===== src/pkg/pump_seq_map.svh =====
// Purpose: offsets, field positions, reset values and timing counts for the pump sequencer
// Assumes: 50 MHz core clock, 32-bit register port, byte addressing
// Notes: pressure, flow or level values are whole units of the sensor scale
`ifndef PUMP_SEQ_MAP_SVH
`define PUMP_SEQ_MAP_SVH

// register offsets (byte addresses)
`define REG_CONFIG 8'h00
`define REG_SETPT01 8'h04
`define REG_SETPT23 8'h08
`define REG_SLEEP 8'h0C
`define REG_PRECHG 8'h10
`define REG_PIPE 8'h14
`define REG_ONTIME 8'h18
`define REG_STATUS 8'h1C
`define REG_IRQ_STAT 8'h20
`define REG_IRQ_EN 8'h24
`define REG_IRQ_CLR 8'h28
`define REG_MEAS 8'h2C

// reset values of the parameter registers
`define RST_SETPT 10'h032
`define RST_SLEEP_OFS 7'h07
`define RST_FORCE 10'h014
`define RST_WAKE 10'h005
`define RST_BOOST 10'h000
`define RST_BOOST_T 6'h03
`define RST_PRE_FREQ 7'h1E
`define RST_PRE_T 15'h0000
`define RST_PRE_P 10'h014
`define RST_PIPE_P 10'h000
`define RST_PIPE_T 14'h0000
`define RST_SENSOR_MAX 10'h096
`define RST_T_OFF 14'h001E
`define RST_T1_ON 10'h00F
`define RST_T2_ON 10'h03C
`define RST_MIN_FREQ 7'h0A

// timing: one second tick and derived counts
`define CLK_HZ 50000000
`define TICK_CYCLES (`CLK_HZ)
`define SLEEP_DELAY_S 6
`define SECS_PER_MIN 60
// adc full scale of the 4-20 mA front end, 4 mA at one fifth
`define ADC_FULL 12'hFFF
`define ADC_ZERO 12'h333
`define ADC_SPAN 12'hCCC

// interrupt bit positions
`define IRQ_SLEEP 0
`define IRQ_WAKE 1
`define IRQ_PIPE 2
`define IRQ_PRE_DONE 3

`endif


===== src/pkg/pump_seq_pkg.sv =====
// Purpose: types shared by the pump sequencer
// Assumes: map header not included; the state numbers are set here
// Notes: state codes written out
package pump_seq_pkg;
  typedef enum logic [2:0] {
    ST_STOPPED = 3'h0,
    ST_PRECHARGE = 3'h1,
    ST_RUN = 3'h2,
    ST_BOOST = 3'h3,
    ST_SLEEP = 3'h4
  } phase_e;
endpackage : pump_seq_pkg


===== src/logic/pump_sec_timer.sv =====
// Purpose: seconds counter that runs while enabled and saturates
// Assumes: tick is a one-cycle pulse once per second
// Notes: clears whenever the enable drops
`timescale 1ns/1ps
module pump_sec_timer (
  // clock and reset
  input wire logic core_clk_i,
  input wire logic reset_i,
  // control
  input wire logic tick_i,
  input wire logic run_i,
  // elapsed seconds
  output logic [19:0] secs_o
);
  typedef struct packed {
    logic [19:0] secs;
  } tmr_s;
  tmr_s cur, next_cur;

  // count seconds, hold at top so a long wait never wraps
  always_comb begin
    next_cur = cur;
    if (!run_i) begin
      next_cur.secs = 20'h00000;
    end else if (tick_i && cur.secs != 20'hFFFFF) begin
      next_cur.secs = cur.secs + 20'h00001;
    end
  end

  always_ff @(posedge core_clk_i) begin
    if (reset_i) begin
      cur <= '0;
    end else begin
      cur <= next_cur;
    end
  end

  assign secs_o = cur.secs;
endmodule : pump_sec_timer


===== src/logic/pump_pressure_sleep_sequencer.sv =====
// Purpose: constant pressure supervisor: precharge, boost, sleep, wake, broken pipe
// Assumes: run request and adc sample from core logic, register port from cpu
// Notes: regulation loop lives elsewhere; this block sets target and frequency cap
`timescale 1ns/1ps
`include "pump_seq_map.svh"
module pump_pressure_sleep_sequencer (
  // clock and reset
  input wire logic core_clk_i,
  input wire logic reset_i,
  // register port
  input wire logic [7:0] addr_i,
  input wire logic [31:0] wdata_i,
  input wire logic wr_i,
  input wire logic rd_i,
  output logic [31:0] rdata_o,
  // measurement and drive state
  input wire logic [11:0] adc_i,
  input wire logic [6:0] out_freq_i,
  input wire logic run_req_i,
  input wire logic pipe_sample_i,
  // control outputs
  output logic motor_on_o,
  output logic [6:0] freq_cap_o,
  output logic [9:0] target_o,
  output logic pipe_fault_o,
  output logic irq_o
);
  typedef struct packed {
    logic cp_mode;
    logic [1:0] sp_sel;
    logic [6:0] min_freq;
    logic [9:0] sensor_max;
    logic [3:0][9:0] setpt;
    logic [6:0] sleep_ofs;
    logic [9:0] force_lvl;
    logic [9:0] wake_lvl;
    logic [9:0] boost_amt;
    logic [5:0] boost_t;
    logic [6:0] pre_freq;
    logic [14:0] pre_t;
    logic [9:0] pre_p;
    logic [9:0] pipe_p;
    logic [13:0] pipe_t;
    logic [13:0] t_off;
    logic [9:0] t1_on;
    logic [9:0] t2_on;
    logic [3:0] irq_stat;
    logic [3:0] irq_en;
    logic [31:0] rdata;
    pump_seq_pkg::phase_e phase;
    logic [25:0] tick_cnt;
    logic tick;
    logic [9:0] meas;
    logic long_off;
    logic [5:0] pre_sec;
    logic [14:0] pre_min;
    logic pipe_fault;
  } st_s;
  st_s cur, next_cur;

  logic [19:0] on_secs, off_secs, hold_secs, boost_secs, pipe_secs;
  logic [9:0] sp;
  logic [10:0] sp_force;
  logic [10:0] sp_wake;
  logic [7:0] sleep_freq;
  logic [9:0] min_on;
  logic at_sp, run_phase, hold_ok, pipe_arm, pipe_low;
  logic [21:0] scaled;
  logic [3:0] ev;

  assign sp = cur.setpt[cur.sp_sel];
  assign sp_force = {1'b0, sp} + {1'b0, cur.force_lvl};
  assign sp_wake = {1'b0, sp} - {1'b0, cur.wake_lvl};
  assign sleep_freq = {1'b0, cur.min_freq} + {1'b0, cur.sleep_ofs};
  assign min_on = cur.long_off ? cur.t1_on : cur.t2_on;
  assign at_sp = cur.meas >= sp;
  assign run_phase = cur.phase == pump_seq_pkg::ST_RUN;
  assign hold_ok = run_phase && {1'b0, out_freq_i} <= sleep_freq && at_sp
    && on_secs >= {10'h000, min_on};
  // both zero checks gate the detector
  assign pipe_arm = cur.pipe_p != 10'h000 && cur.pipe_t != 14'h0000 && motor_on_o;
  assign pipe_low = pipe_arm && cur.meas < cur.pipe_p;
  // scale adc span to sensor range
  assign scaled = (adc_i <= `ADC_ZERO) ? 22'h000000
    : 22'(({10'h000, adc_i - `ADC_ZERO} * {12'h000, cur.sensor_max}) / {10'h000, `ADC_SPAN});

  // shared second timers, cleared when not in use
  pump_sec_timer u_on (.core_clk_i(core_clk_i), .reset_i(reset_i), .tick_i(cur.tick),
    .run_i(motor_on_o), .secs_o(on_secs));
  pump_sec_timer u_off (.core_clk_i(core_clk_i), .reset_i(reset_i), .tick_i(cur.tick),
    .run_i(!motor_on_o), .secs_o(off_secs));
  pump_sec_timer u_hold (.core_clk_i(core_clk_i), .reset_i(reset_i), .tick_i(cur.tick),
    .run_i(hold_ok), .secs_o(hold_secs));
  pump_sec_timer u_boost (.core_clk_i(core_clk_i), .reset_i(reset_i), .tick_i(cur.tick),
    .run_i(cur.phase == pump_seq_pkg::ST_BOOST), .secs_o(boost_secs));
  pump_sec_timer u_pipe (.core_clk_i(core_clk_i), .reset_i(reset_i), .tick_i(cur.tick),
    .run_i(pipe_low), .secs_o(pipe_secs));

  // main next-state logic
  always_comb begin
    next_cur = cur;
    ev = 4'h0;
    next_cur.rdata = 32'h00000000;
    next_cur.tick = 1'b0;
    if (cur.tick_cnt == 26'(`TICK_CYCLES - 1)) begin
      next_cur.tick_cnt = 26'h0000000;
      next_cur.tick = 1'b1;
    end else begin
      next_cur.tick_cnt = cur.tick_cnt + 26'h0000001;
    end
    next_cur.meas = (scaled > 22'(cur.sensor_max)) ? cur.sensor_max : scaled[9:0];
    // precharge minute counter, seconds then minutes
    if (cur.phase != pump_seq_pkg::ST_PRECHARGE) begin
      next_cur.pre_sec = 6'h00;
      next_cur.pre_min = 15'h0000;
    end else if (cur.tick) begin
      if (cur.pre_sec == 6'(`SECS_PER_MIN - 1)) begin
        next_cur.pre_sec = 6'h00;
        next_cur.pre_min = cur.pre_min + 15'h0001;
      end else begin
        next_cur.pre_sec = cur.pre_sec + 6'h01;
      end
    end
    unique case (cur.phase)
      pump_seq_pkg::ST_STOPPED: begin
        if (run_req_i && cur.cp_mode) begin
          // remember how long the motor rested
          next_cur.long_off = off_secs > {6'h00, cur.t_off};
          // skip precharge when time is zero
          next_cur.phase = (cur.pre_t == 15'h0000) ? pump_seq_pkg::ST_RUN
            : pump_seq_pkg::ST_PRECHARGE;
        end
      end
      pump_seq_pkg::ST_PRECHARGE: begin
        if (cur.pre_min >= cur.pre_t || cur.meas >= cur.pre_p) begin
          next_cur.phase = pump_seq_pkg::ST_RUN;
          ev[`IRQ_PRE_DONE] = 1'b1;
        end
      end
      pump_seq_pkg::ST_RUN: begin
        if ({1'b0, cur.meas} >= sp_force) begin
          next_cur.phase = pump_seq_pkg::ST_SLEEP;
          ev[`IRQ_SLEEP] = 1'b1;
        end else if (hold_secs >= 20'(`SLEEP_DELAY_S)) begin
          next_cur.phase = pump_seq_pkg::ST_BOOST;
        end
      end
      pump_seq_pkg::ST_BOOST: begin
        // force level, boost target or boost time cap
        if ({1'b0, cur.meas} >= {1'b0, sp} + {1'b0, cur.boost_amt}
            || {1'b0, cur.meas} >= sp_force
            || boost_secs >= {14'h0000, cur.boost_t}) begin
          next_cur.phase = pump_seq_pkg::ST_SLEEP;
          ev[`IRQ_SLEEP] = 1'b1;
        end
      end
      pump_seq_pkg::ST_SLEEP: begin
        // wake once down to setpoint minus threshold
        if (cur.wake_lvl <= sp && {1'b0, cur.meas} <= sp_wake) begin
          next_cur.phase = pump_seq_pkg::ST_RUN;
          next_cur.long_off = off_secs > {6'h00, cur.t_off};
          ev[`IRQ_WAKE] = 1'b1;
        end
      end
      default: next_cur.phase = pump_seq_pkg::ST_STOPPED;
    endcase
    if (!run_req_i || !cur.cp_mode) begin
      next_cur.phase = pump_seq_pkg::ST_STOPPED;
    end
    // fault after broken pipe time in minutes, sticky until mode off or run request drops
    if (pipe_sample_i && pipe_low
        && pipe_secs >= 20'({6'h00, cur.pipe_t} * 20'(`SECS_PER_MIN))) begin
      next_cur.pipe_fault = 1'b1;
      ev[`IRQ_PIPE] = !cur.pipe_fault;
    end
    if (!cur.cp_mode || !run_req_i) begin
      next_cur.pipe_fault = 1'b0;
    end
    // register writes; parameters other than those in the config register only writable in constant pressure mode
    if (wr_i) begin
      unique case (addr_i)
        `REG_CONFIG: begin
          next_cur.cp_mode = wdata_i[0];
          next_cur.sp_sel = wdata_i[2:1];
          next_cur.min_freq = wdata_i[14:8];
          next_cur.sensor_max = wdata_i[25:16];
        end
        `REG_IRQ_EN: next_cur.irq_en = wdata_i[3:0];
        `REG_IRQ_CLR: next_cur.irq_stat = cur.irq_stat & ~wdata_i[3:0];
        default: begin
          if (cur.cp_mode) begin
            unique case (addr_i)
              `REG_SETPT01: {next_cur.setpt[1], next_cur.setpt[0]} =
                {wdata_i[25:16], wdata_i[9:0]};
              `REG_SETPT23: {next_cur.setpt[3], next_cur.setpt[2]} =
                {wdata_i[25:16], wdata_i[9:0]};
              `REG_SLEEP: begin
                next_cur.sleep_ofs = wdata_i[6:0];
                next_cur.force_lvl = wdata_i[17:8];
                next_cur.wake_lvl = wdata_i[27:18];
              end
              `REG_PRECHG: begin
                next_cur.pre_freq = wdata_i[6:0];
                next_cur.pre_t = wdata_i[21:7];
                next_cur.pre_p = wdata_i[31:22];
              end
              `REG_PIPE: begin
                next_cur.pipe_p = wdata_i[9:0];
                next_cur.pipe_t = wdata_i[23:10];
                next_cur.boost_t = wdata_i[29:24];
              end
              `REG_ONTIME: begin
                next_cur.t_off = wdata_i[13:0];
                next_cur.t1_on = wdata_i[23:14];
                next_cur.boost_amt = {2'h0, wdata_i[31:24]};
              end
              default: ;
            endcase
          end
        end
      endcase
    end
    // events set after clear so a same-cycle event wins
    next_cur.irq_stat = next_cur.irq_stat | ev;
    // register reads; parameters other than those in the config register hidden outside constant pressure mode
    if (rd_i) begin
      unique case (addr_i)
        `REG_CONFIG: next_cur.rdata = {6'h00, cur.sensor_max, 1'b0, cur.min_freq,
          5'h00, cur.sp_sel, cur.cp_mode};
        `REG_STATUS: next_cur.rdata = {26'h0000000, cur.pipe_fault, motor_on_o,
          1'b0, cur.phase};
        `REG_IRQ_STAT: next_cur.rdata = {28'h0000000, cur.irq_stat};
        `REG_IRQ_EN: next_cur.rdata = {28'h0000000, cur.irq_en};
        `REG_MEAS: next_cur.rdata = {22'h000000, cur.meas};
        default: begin
          if (cur.cp_mode) begin
            unique case (addr_i)
              `REG_SETPT01: next_cur.rdata = {6'h00, cur.setpt[1], 6'h00, cur.setpt[0]};
              `REG_SETPT23: next_cur.rdata = {6'h00, cur.setpt[3], 6'h00, cur.setpt[2]};
              `REG_SLEEP: next_cur.rdata = {4'h0, cur.wake_lvl, cur.force_lvl, 1'b0,
                cur.sleep_ofs};
              `REG_PRECHG: next_cur.rdata = {cur.pre_p, cur.pre_t, cur.pre_freq};
              `REG_PIPE: next_cur.rdata = {2'h0, cur.boost_t, cur.pipe_t, cur.pipe_p};
              `REG_ONTIME: next_cur.rdata = {cur.boost_amt[7:0], cur.t1_on, cur.t_off};
              default: next_cur.rdata = 32'h00000000;
            endcase
          end
        end
      endcase
    end
  end

  // synchronous reset to stopped with documented defaults
  always_ff @(posedge core_clk_i) begin
    if (reset_i) begin
      cur <= '0;
      cur.min_freq <= `RST_MIN_FREQ;
      cur.sensor_max <= `RST_SENSOR_MAX;
      cur.setpt <= {4{`RST_SETPT}};
      cur.sleep_ofs <= `RST_SLEEP_OFS;
      cur.force_lvl <= `RST_FORCE;
      cur.wake_lvl <= `RST_WAKE;
      cur.boost_amt <= `RST_BOOST;
      cur.boost_t <= `RST_BOOST_T;
      cur.pre_freq <= `RST_PRE_FREQ;
      cur.pre_t <= `RST_PRE_T;
      cur.pre_p <= `RST_PRE_P;
      cur.pipe_p <= `RST_PIPE_P;
      cur.pipe_t <= `RST_PIPE_T;
      cur.t_off <= `RST_T_OFF;
      cur.t1_on <= `RST_T1_ON;
      cur.t2_on <= `RST_T2_ON;
      cur.phase <= pump_seq_pkg::ST_STOPPED;
    end else begin
      cur <= next_cur;
    end
  end

  // outputs; cap during precharge, raised target while boosting
  assign motor_on_o = cur.phase == pump_seq_pkg::ST_PRECHARGE || run_phase
    || cur.phase == pump_seq_pkg::ST_BOOST;
  assign freq_cap_o = (cur.phase == pump_seq_pkg::ST_PRECHARGE) ? cur.pre_freq : 7'h7F;
  assign target_o = (cur.phase == pump_seq_pkg::ST_BOOST) ? 10'(sp + cur.boost_amt) : sp;
  assign pipe_fault_o = cur.pipe_fault;
  assign irq_o = |(cur.irq_stat & cur.irq_en);
  assign rdata_o = cur.rdata;
endmodule : pump_pressure_sleep_sequencer


===== config.mk =====
export PLATFORM = sky130hd
export DESIGN_NAME = pump_pressure_sleep_sequencer
export DESIGN_NICKNAME = d
export VERILOG_FILES = /design/src/pkg/pump_seq_pkg.sv /design/src/logic/pump_sec_timer.sv /design/src/logic/pump_pressure_sleep_sequencer.sv
export VERILOG_INCLUDE_DIRS = /design/src /design/src/pkg
export SDC_FILE = /design/constraint.sdc
export NUM_CORES = 2
export LEC_CHECK = 0
export ABC_AREA = 0
export BUFFER_PORTS_ARGS = -buffer_cell sky130_fd_sc_hd__buf_4
export CORE_MARGIN = 2
export CORE_UTILIZATION = 40
export CTS_CLUSTER_SIZE = 20
export DETAILED_ROUTE_END_ITERATION = 8
export PLACE_DENSITY = 0.65
export RECOVER_POWER = 100
export SYNTH_ARGS = -nofsm -noshare
export SYNTH_HDL_FRONTEND = slang
export SYNTH_SLANG_ARGS = --single-unit

===== constraint.sdc =====
create_clock -name core_clk_i -period 21.8 [get_ports core_clk_i]
set_input_delay 4.36 -clock core_clk_i [delete_from_list [all_inputs] [get_ports core_clk_i]]
set_output_delay 4.36 -clock core_clk_i [all_outputs]
set_load 0.1 [all_outputs]

==> impl_metrics.yaml <==
final_layout:
  mostFrequentLayoutCells: "nand2_1, dfxtp_1, nor2_1"
  nFillCells: 7577
  fin_nets: 4403
  final_common_cell: "nand2_1"
  post_route_cells_drive_above_1_share_pct: 8.66
  syn2layout_area_growth_pct: 11.5
critical_path:
  timing.rr.end: "cur[27]$_SDFF_PP0_"
  critPathArrivalTime_ns: 21.39
  r2r_cells: 65
  crit_fanout: 13
  r2r-start: "cur[283]$_SDFFE_PP1P_"
  critical_path_required_ns: 22.31
  cp-start-kind: "input pin"
  cp_slowest_cell: "fa_1"
  crit_path_end_kind: "flop"
  r2r_slack_ns: 4.96
  crit_top_cell: "fa_1"
  path_class: "in -> reg"
  cpPeakStageDelay_ns: 0.56
hold_path:
  min_to: "cur[34]$_SDFF_PP0_"
  hp-class: "reg -> reg"
  min_from: "cur[34]$_SDFF_PP0_"
  holdPathStages: 1
floorplanning:
  initial_utilization_pct: 40.5
  num_io_pins: 117
  die_h_um: 282
  row_count: 101
  die_area_sq_mm: 0.0793
  coreArea_sq_mm: 0.0761
  die_w_um: 282
cts:
  clk_latency_ns: 0.59
  htreeDepth: 2
  clk_pin_slew_ns: 0.06
  cts-root-buf: "clkbuf_16"
  cts_hold_buf: 0
  cts_tree: "built"
  clkSinkCount: 384
  cts_buffers: 44
  cts_buffer_depth: 3
synth:
  ys_warn_count: 0
  syn_nets: 4349
  seq_area_frac_synth_pct: 24.9
  syn_area_sq_mm: 0.0308
  synthCells: 3907
  avgSynthCellArea_sq_um: 7.89
  ys.flop_type: "dfxtp_1"
  ys_types: 118
  synth_async_sr_flop_share_pct: 0
  synth_edf_count: 0
  ys_ff_latch: 384
timing:
  drv_slew: 159
  slew_headroom_pct: -87.6
  setup_ws_ns: 0.917
  setup_viol: 0
  max_freq_mhz: 47.9
  skew_ns: 0.0325
  post-route-min-period_ns: 20.88
  period_share_pct: 95.8
  worstMarginPinSlew_ns: 2.81
  final_hold_viol_count: 0
route:
  routed_wl_mm: 95.3
  via_per_inst: 5.64
  drt-initial-drc-count: 2472
  routedWlPerCell_um: 19.0
  drt_pre_antenna_iters: 8
  drc: 0
  antenna_left: 0
  via_count: 28300
place:
  globalplace.congestion: 0.953
  dp_hpwl_mm: 71.3
  dp_worst_setup_slack_ns: -0.582
  port_buffers: 116
global_route:
  first_global_vias: 26700
  grt_pass1_wl_mm: 150
  grt-ovfl-total: 0
  grt_max_degree: 101
  grt_antenna_before_repair: 2
  grt_usage_pct: 23.7
status:
  violations: "max-capacitance violations, max-slew violations"
  status: "finished with violations"
job:
  cap_violations: 6
## sequential cells by signal, indices dropped and copies added, names as in the netlist
signal,count
pipe_fault_o,1
u_pipe.secs_o,20
u_hold.secs_o,20
u_on.secs_o,20
u_off.secs_o,20
cur,251
rdata_o,32
u_boost.secs_o,20
## logic make-up after synthesis
| logic type | synth area share (%) |
|---|---|
| flip-flops | 24.9 |
| buffers and inverters | 5.86 |
| AO/OA/AOI/OAI | 18.8 |
| multiplexers | 2.31 |
| adder cells (fa/ha/maj) | 17.9 |
| AND/OR/NAND/NOR | 23.5 |
| XOR/XNOR | 6.64 |
## per-stage QoR
stage	TNS, ns	hold WS, ns	area (sq um)	util [%]	std cells
after floorplan	0	0.430	30800	-	3907
final	0	0.465	34400	45.2	5025
after CTS	0	0.467	34200	44.9	5003
after global routing	-0.204	0.485	34400	45.2	5024
after detailed placement	-4.89	0.453	32600	42.9	4924
after global placement	-0.762	0.443	32600	42.9	4924
## how the worst max path moves through the flow
stage | startpoint | end | slack (ns) | cells after the start
after floorplan | adc_i[0] | cur[26]$_SDFF_PP0_ | 1.79 | 75
after global placement | adc_i[0] | cur[23]$_SDFF_PP0_ | -0.17 | 68
after detailed placement | adc_i[0] | cur[23]$_SDFF_PP0_ | -0.58 | 68
after CTS | adc_i[0] | cur[23]$_SDFF_PP0_ | 0.01 | 68
after global routing | adc_i[0] | cur[27]$_SDFF_PP0_ | -0.08 | 72
final | adc_i[0] | cur[27]$_SDFF_PP0_ | 0.92 | 72
## critical path: cells and delay by family
kind	cells	cell delay [ns]
mux	2	0.63
fa+ha+maj	7	3.12
xor+xnor	2	0.55
compound gates	36	8.55
simple gates	19	3.45
buf+inv	6	0.70
## synthesized netlist by cell type, drive strengths merged, types with 31 or more instances
cell type / count / area [sq um]
a21o: 43 / 323
a21oi: 317 / 1610
a22oi: 62 / 465
a31oi: 31 / 249
and2: 72 / 450
buf: 54 / 359
clkbuf: 135 / 508
dfxtp: 384 / 7690
fa: 107 / 2140
ha: 270 / 3380
inv: 250 / 938
mux2i: 32 / 340
nand2: 629 / 2360
nand2b: 75 / 469
nand3: 127 / 646
nand4: 60 / 382
nor2: 344 / 1300
nor2b: 45 / 282
nor3: 74 / 408
nor4: 34 / 246
o211ai: 32 / 269
o21ai: 137 / 712
xnor2: 120 / 1060
xor2: 109 / 988
## final cells by class
cell class / instances / area, sq um / share of cell area (%)
multi-input combinational: 3086 / 21700 / 63.1
timing repair buffer: 195 / 1220 / 3.55
clock inverter: 19 / 298 / 0.866
tap: 1030 / 1290 / 3.75
clock buffer: 60 / 1240 / 3.61
sequential: 384 / 7690 / 22.4
antenna: 1 / 2.50 / 0.00728
inverter: 250 / 938 / 2.73
## routing by layer
metal  global-route usage (%)  vias up  share of wire [%]  wire length (um)
li1                         -    13700                  -                 -
met3                     3.22      193                6.8              6480
met2                     39.4     1021                 46             44200
met1                     31.0    13400                 43             40700
met5                        0        -              0.014                13
met4                     9.25        2                4.2              3960
## repair_timing
action / 4_1_cts / 5_1_grt
buffers inserted: 0 / 19
gates resized for setup: 0 / 54
endpoints found under the hold margin: 0 / 0
endpoints found under the setup margin: 0 / 10
Power is left out: the tool's default activity adds up to more than one toggle a clock period on the data nets, which glitch-free logic cannot reach.
